**src/rtl/mfx_pkg.sv**
```systemverilog
package mfx_pkg;

  localparam int MFX_DW = 8;
  localparam int MFX_PCW = 16;
  localparam int MFX_OFFW = 12;

  // flag register bit positions
  localparam int MFX_FLAG_C = 0;
  localparam int MFX_FLAG_Z = 1;
  localparam int MFX_FLAG_N = 2;
  localparam int MFX_FLAG_V = 3;
  localparam int MFX_FLAG_H = 5;

  // cycles per instruction
  localparam logic [2:0] MFX_CYC_MUL = 3'h2;
  localparam logic [2:0] MFX_CYC_CMP = 3'h1;
  localparam logic [2:0] MFX_CYC_GOTO = 3'h2;
  localparam logic [2:0] MFX_CYC_ABS_GOTO = 3'h3;
  localparam logic [2:0] MFX_CYC_ENTRY = 3'h4;
  localparam logic [2:0] MFX_CYC_ABS_ENTRY = 3'h5;
  localparam logic [2:0] MFX_CYC_EXIT = 3'h5;
  localparam logic [2:0] MFX_CYC_NO_SKIP = 3'h1;
  localparam logic [2:0] MFX_CYC_SKIP_ONE = 3'h2;
  localparam logic [2:0] MFX_CYC_SKIP_TWO = 3'h3;
  localparam logic [2:0] MFX_CYC_BRANCH_TAKEN = 3'h2;

  localparam logic [15:0] MFX_PC_RESET = 16'h0000;

  typedef enum logic [4:0] {
    MFX_OP_UNSIGNED_PRODUCT,
    MFX_OP_SIGNED_PRODUCT,
    MFX_OP_MIXED_SIGN_PRODUCT,
    MFX_OP_FRACTIONAL_UNSIGNED_PRODUCT,
    MFX_OP_FRACTIONAL_SIGNED_PRODUCT,
    MFX_OP_FRACTIONAL_MIXED_PRODUCT,
    MFX_OP_RELATIVE_GOTO,
    MFX_OP_POINTER_GOTO,
    MFX_OP_ABSOLUTE_GOTO,
    MFX_OP_RELATIVE_SUBROUTINE_ENTRY,
    MFX_OP_POINTER_SUBROUTINE_ENTRY,
    MFX_OP_ABSOLUTE_SUBROUTINE_ENTRY,
    MFX_OP_SUBROUTINE_EXIT,
    MFX_OP_INTERRUPT_EXIT,
    MFX_OP_COMPARE_SKIP_EQUAL,
    MFX_OP_COMPARE_REGS,
    MFX_OP_COMPARE_REGS_WITH_BORROW,
    MFX_OP_COMPARE_IMMEDIATE,
    MFX_OP_SKIP_REG_BIT_CLEAR,
    MFX_OP_SKIP_REG_BIT_SET,
    MFX_OP_SKIP_IO_BIT_CLEAR,
    MFX_OP_SKIP_IO_BIT_SET,
    MFX_OP_BRANCH_FLAG_SET
  } mfx_op_type;

endpackage : mfx_pkg

```
**src/rtl/mfx_exec.sv**
```systemverilog
// What this block does
// RL1 - integer products go to result pair, two cycles
// RL2 - fractional products shifted left one, two cycles
// RL3 - relative, pointer, absolute goto; 2/2/3 cycles
// RL4 - entries 4/4/5 cycles, exits from stack 5
// RL5 - equal compare skips next instruction, 1/2/3 cycles
// RL6 - compares set Z N V C H only
// RL7 - register bit skip, clear or set form
// RL8 - io bit skip, clear or set form
// RL9 - flag set branch to pc plus offset plus one
// RL10 - entries push return address in the same cycle as the redirect
// RL11 - skip costs one or two extra cycles
`timescale 1ns/10ps
`default_nettype none
module mfx_exec
  import mfx_pkg::*;
(
  input wire logic ref_clk,
  input wire logic nrst,
  input wire logic ce,
  input wire logic start,
  input wire mfx_op_type op,
  input wire logic [MFX_DW-1:0] opa,
  input wire logic [MFX_DW-1:0] opb,
  input wire logic [7:0] flags_in,
  input wire logic [2:0] bit_sel,
  input wire logic io_bit,
  input wire logic next_two_word,
  input wire logic [MFX_PCW-1:0] pc_in,
  input wire logic [MFX_OFFW-1:0] offset,
  input wire logic [MFX_PCW-1:0] target,
  input wire logic [MFX_PCW-1:0] pointer,
  input wire logic [MFX_PCW-1:0] stack_top,
  output logic busy_q,
  output logic done_q,
  output logic [MFX_PCW-1:0] pc_q,
  output logic pc_load_q,
  output logic [15:0] product_q,
  output logic product_we_q,
  output logic [7:0] flags_q,
  output logic flags_we_q,
  output logic [MFX_PCW-1:0] push_data_q,
  output logic push_q,
  output logic pop_q
);

  logic rst_s1_q;
  logic rst_n_q;
  logic take;
  logic [2:0] cnt_q;
  logic [2:0] cyc_d;
  logic [MFX_PCW-1:0] pc_d;
  logic [7:0] flags_d;
  logic wr_prod_d;
  logic wr_flags_d;
  logic push_d;
  logic pop_d;
  logic wr_prod_q;
  logic wr_flags_q;
  logic push_pend_q;
  logic pop_pend_q;
  logic fire;
  logic sign_a;
  logic sign_b;
  logic signed [17:0] mul_full;
  logic [15:0] prod_d;
  logic [8:0] diff;
  logic skip_cond;
  logic [MFX_PCW-1:0] rel_target;
  logic [MFX_PCW-1:0] skip_target;
  logic [2:0] skip_cyc;

  // release reset through two stages; assertion is asynchronous
  always_ff @(posedge ref_clk or negedge nrst)
  begin
    if (!nrst)
    begin
      rst_s1_q <= 1'b0;
      rst_n_q <= 1'b0;
    end
    else
    begin
      rst_s1_q <= 1'b1;
      rst_n_q <= rst_s1_q;
    end
  end

  assign take = ce & start & ~busy_q;
  assign fire = ce & busy_q & (cnt_q == 3'h0);

  // operand signs: signed forms extend opa, only full signed extends opb
  assign sign_a = opa[7] & (op inside {MFX_OP_SIGNED_PRODUCT, MFX_OP_FRACTIONAL_SIGNED_PRODUCT,
    MFX_OP_MIXED_SIGN_PRODUCT, MFX_OP_FRACTIONAL_MIXED_PRODUCT});
  assign sign_b = opb[7] &
    (op inside {MFX_OP_SIGNED_PRODUCT, MFX_OP_FRACTIONAL_SIGNED_PRODUCT});
  assign mul_full = $signed({{2{sign_a}}, opa}) * $signed({{2{sign_b}}, opb});

  // subtract with optional borrow; carry form uses the incoming carry flag
  assign diff = {1'b0, opa} - {1'b0, opb} -
    {8'h00, (op == MFX_OP_COMPARE_REGS_WITH_BORROW) & flags_in[MFX_FLAG_C]};

  assign rel_target = pc_in + {{(MFX_PCW-MFX_OFFW){offset[MFX_OFFW-1]}}, offset} + 16'h0001;
  // skipping a two-word instruction costs one more cycle
  assign skip_target = pc_in + (next_two_word ? 16'h0003 : 16'h0002); // [RL5] [RL7]
  assign skip_cyc = skip_cond ? (next_two_word ? MFX_CYC_SKIP_TWO : MFX_CYC_SKIP_ONE) :
    MFX_CYC_NO_SKIP; // [RL11]

  always_comb
  begin
    unique case (op)
      MFX_OP_COMPARE_SKIP_EQUAL: skip_cond = (opa == opb); // [RL5]
      MFX_OP_SKIP_REG_BIT_CLEAR: skip_cond = ~opb[bit_sel]; // [RL7]
      MFX_OP_SKIP_REG_BIT_SET: skip_cond = opb[bit_sel]; // [RL7]
      MFX_OP_SKIP_IO_BIT_CLEAR: skip_cond = ~io_bit; // [RL8]
      MFX_OP_SKIP_IO_BIT_SET: skip_cond = io_bit; // [RL8]
      default: skip_cond = 1'b0;
    endcase
  end

  always_comb
  begin
    cyc_d = MFX_CYC_CMP;
    pc_d = pc_in + 16'h0001;
    flags_d = flags_in;
    prod_d = mul_full[15:0];
    wr_prod_d = 1'b0;
    wr_flags_d = 1'b0;
    push_d = 1'b0;
    pop_d = 1'b0;
    unique case (op)
      MFX_OP_UNSIGNED_PRODUCT, MFX_OP_SIGNED_PRODUCT, MFX_OP_MIXED_SIGN_PRODUCT:
      begin
        cyc_d = MFX_CYC_MUL; // [RL1]
        wr_prod_d = 1'b1;
        wr_flags_d = 1'b1;
        flags_d[MFX_FLAG_C] = mul_full[15];
        flags_d[MFX_FLAG_Z] = (mul_full[15:0] == 16'h0000);
      end
      MFX_OP_FRACTIONAL_UNSIGNED_PRODUCT, MFX_OP_FRACTIONAL_SIGNED_PRODUCT,
      MFX_OP_FRACTIONAL_MIXED_PRODUCT:
      begin
        cyc_d = MFX_CYC_MUL; // [RL2]
        prod_d = {mul_full[14:0], 1'b0}; // [RL2]
        wr_prod_d = 1'b1;
        wr_flags_d = 1'b1;
        // carry is the bit shifted out
        flags_d[MFX_FLAG_C] = mul_full[15];
        flags_d[MFX_FLAG_Z] = ({mul_full[14:0], 1'b0} == 16'h0000);
      end
      MFX_OP_RELATIVE_GOTO: {cyc_d, pc_d} = {MFX_CYC_GOTO, rel_target}; // [RL3]
      MFX_OP_POINTER_GOTO: {cyc_d, pc_d} = {MFX_CYC_GOTO, pointer}; // [RL3]
      MFX_OP_ABSOLUTE_GOTO: {cyc_d, pc_d} = {MFX_CYC_ABS_GOTO, target}; // [RL3]
      MFX_OP_RELATIVE_SUBROUTINE_ENTRY:
        {cyc_d, pc_d, push_d} = {MFX_CYC_ENTRY, rel_target, 1'b1}; // [RL4] [RL10]
      MFX_OP_POINTER_SUBROUTINE_ENTRY:
        {cyc_d, pc_d, push_d} = {MFX_CYC_ENTRY, pointer, 1'b1}; // [RL4] [RL10]
      MFX_OP_ABSOLUTE_SUBROUTINE_ENTRY:
        {cyc_d, pc_d, push_d} = {MFX_CYC_ABS_ENTRY, target, 1'b1}; // [RL4] [RL10]
      MFX_OP_SUBROUTINE_EXIT, MFX_OP_INTERRUPT_EXIT:
        {cyc_d, pc_d, pop_d} = {MFX_CYC_EXIT, stack_top, 1'b1}; // [RL4]
      MFX_OP_COMPARE_REGS, MFX_OP_COMPARE_REGS_WITH_BORROW, MFX_OP_COMPARE_IMMEDIATE:
      begin
        wr_flags_d = 1'b1; // [RL6]
        flags_d[MFX_FLAG_C] = diff[8];
        flags_d[MFX_FLAG_N] = diff[7];
        flags_d[MFX_FLAG_V] = (opa[7] & ~opb[7] & ~diff[7]) | (~opa[7] & opb[7] & diff[7]);
        flags_d[MFX_FLAG_H] = (~opa[3] & opb[3]) | (opb[3] & diff[3]) | (diff[3] & ~opa[3]);
        // carry form keeps zero only if it was already set
        flags_d[MFX_FLAG_Z] = (diff[7:0] == 8'h00) &
          ((op != MFX_OP_COMPARE_REGS_WITH_BORROW) | flags_in[MFX_FLAG_Z]);
      end
      MFX_OP_BRANCH_FLAG_SET:
      begin
        cyc_d = flags_in[bit_sel] ? MFX_CYC_BRANCH_TAKEN : MFX_CYC_NO_SKIP; // [RL9]
        pc_d = flags_in[bit_sel] ? rel_target : pc_in + 16'h0001; // [RL9]
      end
      MFX_OP_COMPARE_SKIP_EQUAL, MFX_OP_SKIP_REG_BIT_CLEAR, MFX_OP_SKIP_REG_BIT_SET,
      MFX_OP_SKIP_IO_BIT_CLEAR, MFX_OP_SKIP_IO_BIT_SET:
      begin
        cyc_d = skip_cyc; // [RL11]
        pc_d = skip_cond ? skip_target : pc_in + 16'h0001; // [RL5] [RL7] [RL8]
      end
    endcase
  end

  // sequencing: busy for exactly the instruction's cycle count
  always_ff @(posedge ref_clk or negedge rst_n_q)
  begin
    if (!rst_n_q)
    begin
      busy_q <= 1'b0;
      cnt_q <= 3'h0;
      done_q <= 1'b0;
    end
    else if (ce)
    begin
      done_q <= fire;
      if (take)
      begin
        busy_q <= 1'b1;
        cnt_q <= cyc_d - 3'h1;
      end
      else if (fire)
        busy_q <= 1'b0;
      else if (busy_q)
        cnt_q <= cnt_q - 3'h1;
    end
  end

  // results are captured at issue and stand until the next issue
  always_ff @(posedge ref_clk or negedge rst_n_q)
  begin
    if (!rst_n_q)
    begin
      pc_q <= MFX_PC_RESET;
      product_q <= 16'h0000;
      flags_q <= 8'h00;
      push_data_q <= 16'h0000;
      wr_prod_q <= 1'b0;
      wr_flags_q <= 1'b0;
      push_pend_q <= 1'b0;
      pop_pend_q <= 1'b0;
    end
    else if (ce && take)
    begin
      pc_q <= pc_d;
      product_q <= prod_d;
      flags_q <= flags_d;
      // return point follows the entry: two words for the absolute form
      push_data_q <= pc_in + ((op == MFX_OP_ABSOLUTE_SUBROUTINE_ENTRY) ? 16'h0002 : 16'h0001);
      wr_prod_q <= wr_prod_d;
      wr_flags_q <= wr_flags_d;
      push_pend_q <= push_d;
      pop_pend_q <= pop_d;
    end
  end

  // one-cycle strobes; push lands in the same cycle as the redirect
  always_ff @(posedge ref_clk or negedge rst_n_q)
  begin
    if (!rst_n_q)
    begin
      pc_load_q <= 1'b0;
      product_we_q <= 1'b0;
      flags_we_q <= 1'b0;
      push_q <= 1'b0;
      pop_q <= 1'b0;
    end
    else if (ce)
    begin
      pc_load_q <= fire;
      product_we_q <= fire & wr_prod_q; // [RL1] [RL2]
      flags_we_q <= fire & wr_flags_q; // [RL6]
      push_q <= fire & push_pend_q; // [RL10]
      pop_q <= fire & pop_pend_q; // [RL4]
    end
  end

  a_mul_two_cycles: assert property (@(posedge ref_clk) disable iff (!rst_n_q) // [RL1]
    take && op == MFX_OP_UNSIGNED_PRODUCT ##1 ce [*2] |=> product_we_q && !busy_q)
    else $error("integer product not written after two cycles");
  a_frac_shifted: assert property (@(posedge ref_clk) disable iff (!rst_n_q) // [RL2]
    take && op == MFX_OP_FRACTIONAL_UNSIGNED_PRODUCT |=> product_q[0] == 1'b0)
    else $error("fractional product not shifted");
  a_abs_goto_time: assert property (@(posedge ref_clk) disable iff (!rst_n_q) // [RL3]
    take && op == MFX_OP_ABSOLUTE_GOTO ##1 ce [*3] |=> pc_load_q && pc_q == $past(target, 4))
    else $error("absolute goto not taken in three cycles");
  a_entry_pushes: assert property (@(posedge ref_clk) disable iff (!rst_n_q) // [RL10]
    take && op == MFX_OP_RELATIVE_SUBROUTINE_ENTRY ##1 ce [*4]
      |=> push_q && push_data_q == $past(pc_in, 5) + 16'h0001)
    else $error("entry did not push return point");
  a_exit_time: assert property (@(posedge ref_clk) disable iff (!rst_n_q) // [RL4]
    take && op == MFX_OP_SUBROUTINE_EXIT ##1 ce [*5] |-> !pop_q ##1 pop_q)
    else $error("exit not five cycles");
  a_compare_no_product: assert property (@(posedge ref_clk) disable iff (!rst_n_q) // [RL6]
    take && op == MFX_OP_COMPARE_REGS ##1 ce |=> flags_we_q && !product_we_q && !push_q)
    else $error("compare wrote more than flags");
  a_skip_two_word: assert property (@(posedge ref_clk) disable iff (!rst_n_q) // [RL11]
    take && op == MFX_OP_COMPARE_SKIP_EQUAL && opa == opb && next_two_word ##1 ce [*3]
      |=> pc_load_q && pc_q == $past(pc_in, 4) + 16'h0003)
    else $error("two-word skip wrong");
  a_io_no_skip: assert property (@(posedge ref_clk) disable iff (!rst_n_q) // [RL8]
    take && op == MFX_OP_SKIP_IO_BIT_SET && !io_bit ##1 ce
      |=> pc_load_q && !flags_we_q && pc_q == $past(pc_in, 2) + 16'h0001)
    else $error("io skip without cause");
  a_branch_taken: assert property (@(posedge ref_clk) disable iff (!rst_n_q) // [RL9]
    take && op == MFX_OP_BRANCH_FLAG_SET && flags_in[bit_sel] |=> pc_q == $past(rel_target))
    else $error("flag branch target wrong");

  c_product: cover property (@(posedge ref_clk) disable iff (!rst_n_q) product_we_q);
  c_push: cover property (@(posedge ref_clk) disable iff (!rst_n_q) push_q);
  c_pop: cover property (@(posedge ref_clk) disable iff (!rst_n_q) pop_q);
  c_back_to_back: cover property (@(posedge ref_clk) disable iff (!rst_n_q) done_q && take);

endmodule : mfx_exec
`default_nettype wire

```
**config.mk**
```make
export PLATFORM = sky130hd
export DESIGN_NAME = mfx_exec
export DESIGN_NICKNAME = d
export VERILOG_FILES = /design/src/rtl/mfx_pkg.sv /design/src/rtl/mfx_exec.sv
export SDC_FILE = /design/constraint.sdc
export NUM_CORES = 1
export LEC_CHECK = 0
export BUFFER_PORTS_ARGS = -buffer_cell sky130_fd_sc_hd__clkbuf_2
export CORE_MARGIN = 4
export CORE_UTILIZATION = 35
export DETAILED_ROUTE_END_ITERATION = 12
export GPL_ROUTABILITY_DRIVEN = 0
export GPL_TIMING_DRIVEN = 1
export PLACE_DENSITY_LB_ADDON = 0.08
export RECOVER_POWER = 25
export SYNTH_ARGS = -nofsm -noshare
export SYNTH_HDL_FRONTEND = slang
export SYNTH_SLANG_ARGS = --single-unit
```
**constraint.sdc**
```tcl
create_clock -name ref_clk -period 2.8 [get_ports ref_clk]
set_input_delay 0.14 -clock ref_clk [delete_from_list [all_inputs] [get_ports ref_clk]]
set_output_delay 0.14 -clock ref_clk [all_outputs]
set_load 0.01 [all_outputs]
```
==> impl_metrics.yaml <==
worst_setup_path:
  r2r_cells: 6
  critPathLaunchType: "primary input"
  path_class: "primary input to flop"
  crit_arrival_ps: 5090
  worstPathMaxFanout: 5
  crit_path_top_delay_cell: "fa_1"
  timing.rr.start: "busy_q"
  reg2reg_to: "pc_q[2]"
  worst-path-buf-inv: 5
  crit_required_ps: 3060
  cp_cell_sequence: "buf_8, or3_4, and3_4, and2_4, nand2_4, fa_1, fa_1, inv_2, fa_1, fa_1, inv_1, fa_1, inv_2, ha_4, nand3_2, o211ai_1, o41ai_2, buf_4, xnor2_4, nand4b_1, o31ai_2"
  timing.reg2reg.setup_slack_ps: 710
  path_common_cell: "fa_1"
  crit_family: "adder cells"
  end_kind: "flop"
  critical-path-max-stage-delay_ps: 510
synthesis:
  yosys.area_share.adder: 0.261
  synth_warnings: 0
  synth-seq-cells: 71
  synth_area_um2: 8890
  synth-main-ff-cell: "dfrtp_1"
  syn_inst: 1060
  muxShareOfSynthArea: 0.0297
  synth_xor_area_frac: 0.0709
  synthSimpleGateAreaFrac: 0.205
  synth_compound_area_frac: 0.157
  synth_top_family_by_area: "adder cells"
  async_flop_share: 1.00
  seq_area_frac_synth: 0.200
  synth_nets: 1319
  synth_cell_types: 75
  syn_area_per_cell_um2: 8.39
  synth_edf_count: 0
global_route:
  grtUsageTotal: 0.213
  antenna_found_initial: 0
  grt_pass1_wl_mm: 48.0
  grt_max_degree: 40
  grt_overflow: 0
  grt_pass1_vias: 8770
timing:
  layout_setup_ws_ps: -2030
  fin_skew_ps: 8.98
  max-slew-margin-rel: -0.157
  tightest_slew_ps: 1740
  maxSlewViolCount: 39
  whs_ps: 47.8
  period_needed_ps: 4830
  fmax_mhz: 207
  finalHoldViolations: 0
  final_min_period_over_clock_period: 1.73
  rsz0062_at_grt: "yes"
  finalSetupViolations: 14
power_and_ir_drop:
  vdd_drop_max_mv: 0.606
  p_int_uw: 5280
  switching_share: 0.411
  p_sw_uw: 3690
  p_leak_uw: 0.00581
  power_uw: 8970
  seqPwrFrac: 0.201
  pwr-share-comb: 0.663
  clkPwrFrac: 0.136
  power_density_nw_per_um2: 736
clock_network:
  cts_root_buffer: "clkbuf_16"
  cts.clk_slew.worst_paths_ps: 60
  clk_latency_ps: 340
  clockBufferDepth: 2
  clock_sinks: 71
  cts_tree: "built"
  cts_buffers: 9
  htree_levels: 3
detailed_routing:
  wire_per_inst_um: 17.6
  routed_wl_mm: 29.9
  antenna_left: 0
  vias: 8588
  drc: 0
  avgViaCountPerCell: 5.08
  drt_iter0_markers: 508
  drtPass1Iterations: 7
layout:
  mostFrequentLayoutCell: "clkbuf_2"
  multi_input_area_um2: 6990
  ff_latch_area_um2: 1780
  fin_nets: 1616
  instances_no_fill: 1692
  drive_gt1_frac: 0.328
  final_cell_mix: "clkbuf_2 (156), buf_4 (141), nand2_1 (121)"
  fillers: 2564
  area_delta_synth_final_pct: 37.0
  diodes: 0
floorplanning:
  core_area_um2: 25100
  ios: 177
  start_util: 0.354
  num_rows: 58
  die_y_um: 167
  dieWidth_um: 167
  dieArea_um2: 28000
min_path:
  holdPathStages: 3
  worstHoldEndpoint: "flags_q[6]"
  hold_start: "flags_in[6]"
  hold_class: "primary input to flop"
placed_design:
  dp.cells: 1658
  portBuffers: 176
  post-dp-hpwl_mm: 24.8
status:
  status: "finished with violations"
  violations: "max-capacitance violations, max-slew violations, negative setup slack"
flow_run:
  cap_violations: 1
power by group through the flow:
stage | logic [uW] | clock network (uW) | registers (uW)
finish | 5950 | 1220 | 1800
global route | 6620 | 1290 | 1870
CTS | 5420 | 1250 | 1810
detailed placement | 5080 | 0 | 1820
global placement | 5040 | 0 | 1810
floorplan | 2920 | 0 | 1960
Yosys cell counts, drive strengths merged, types with 18 or more instances:
cell,count,area (um^2)
ha,78,976
and2,34,213
nor2,87,327
xor2,28,245
nand3,18,90.1
xnor2,44,385
o21ai,59,295
fa,67,1340
inv,123,462
dfrtp,71,1780
clkbuf,37,139
nand2,132,495
a21oi,42,210
routing by layer:
metal | up-vias | wire length, um | track usage
met5 | - | 0 | 0
met4 | 0 | 376 | 0.0371
met3 | 20 | 1160 | 0.0331
met2 | 161 | 14600 | 0.360
met1 | 4189 | 13800 | 0.294
li1 | 4218 | - | -
sequential cells by signal (all words and copies together), names as in the netlist:
| signal | cells |
|---|---|
| push_pend_q | 1 |
| flags_we_q | 1 |
| wr_prod_q | 1 |
| pc_q | 16 |
| flags_q | 8 |
| rst_s1_q | 1 |
| push_q | 1 |
| pc_load_q | 1 |
| push_data_q | 16 |
| busy_q | 1 |
| rst_n_q | 1 |
| pop_pend_q | 1 |
| cnt_q | 3 |
| wr_flags_q | 1 |
| product_we_q | 1 |
| pop_q | 1 |
| product_q | 16 |
worst reg2reg max path, stage by stage (launching register included):
cell and delay, ps:
dfrtp_1 480, or2_4 420, a221o_1 320, a221oi_1 240, o31ai_1 110, a311oi_1 300, nor2_1 100
kinds of logic after synthesis:
| logic type | Yosys count |
|---|---|
| AO/OA/AOI/OAI | 208 |
| XOR/XNOR | 72 |
| adder cells (fa/ha/maj) | 145 |
| buffers and inverters | 172 |
| flip-flops | 71 |
| multiplexers | 20 |
| other | 1 |
| AND/OR/NAND/NOR | 371 |
repair_timing:
item | in CTS | in global routing
resized for setup | 54 | 55
setup endpoints to repair | 14 | 16
hold buffers | 1 | 0
buffers inserted | 11 | 9
pin swaps | 34 | 41
hold endpoints to repair | 2 | 0
cell type report:
cell class | instances | share of cell area
well taps | 330 | 0.0339
multi-input cells | 817 | 0.574
clock inverters | 5 | 0.00462
clock buffers | 11 | 0.0207
flip-flops and latches | 71 | 0.146
repair buffers | 335 | 0.183
inverters | 123 | 0.0379
metrics by stage:
| stage | instance area, um^2 | setup TNS, ps | setup WS (ps) | utilization |
|---|---|---|---|---|
| 2_1_floorplan | 9200 | -20600 | -2180 | - |
| 3_3_place_gp | 11300 | -26240 | -2370 | 0.450 |
| 3_5_place_dp | 11300 | -26760 | -2420 | 0.450 |
| 4_1_cts | 11900 | -19750 | -2010 | 0.475 |
| 5_1_grt | 12200 | -22730 | -2260 | 0.485 |
| 6_report | 12200 | -20340 | -2030 | 0.485 |
worst max-delay path by stage:
stage / endpoint / from / depth (start not counted)
global placement: flags_q[1] / op[0] / 21
global route: flags_q[1] / op[0] / 21
CTS: flags_q[1] / op[0] / 21
finish: flags_q[1] / op[0] / 21
detailed placement: flags_q[1] / op[0] / 21
floorplan: flags_q[1] / op[1] / 20
(Power assumes the default switching activity.)
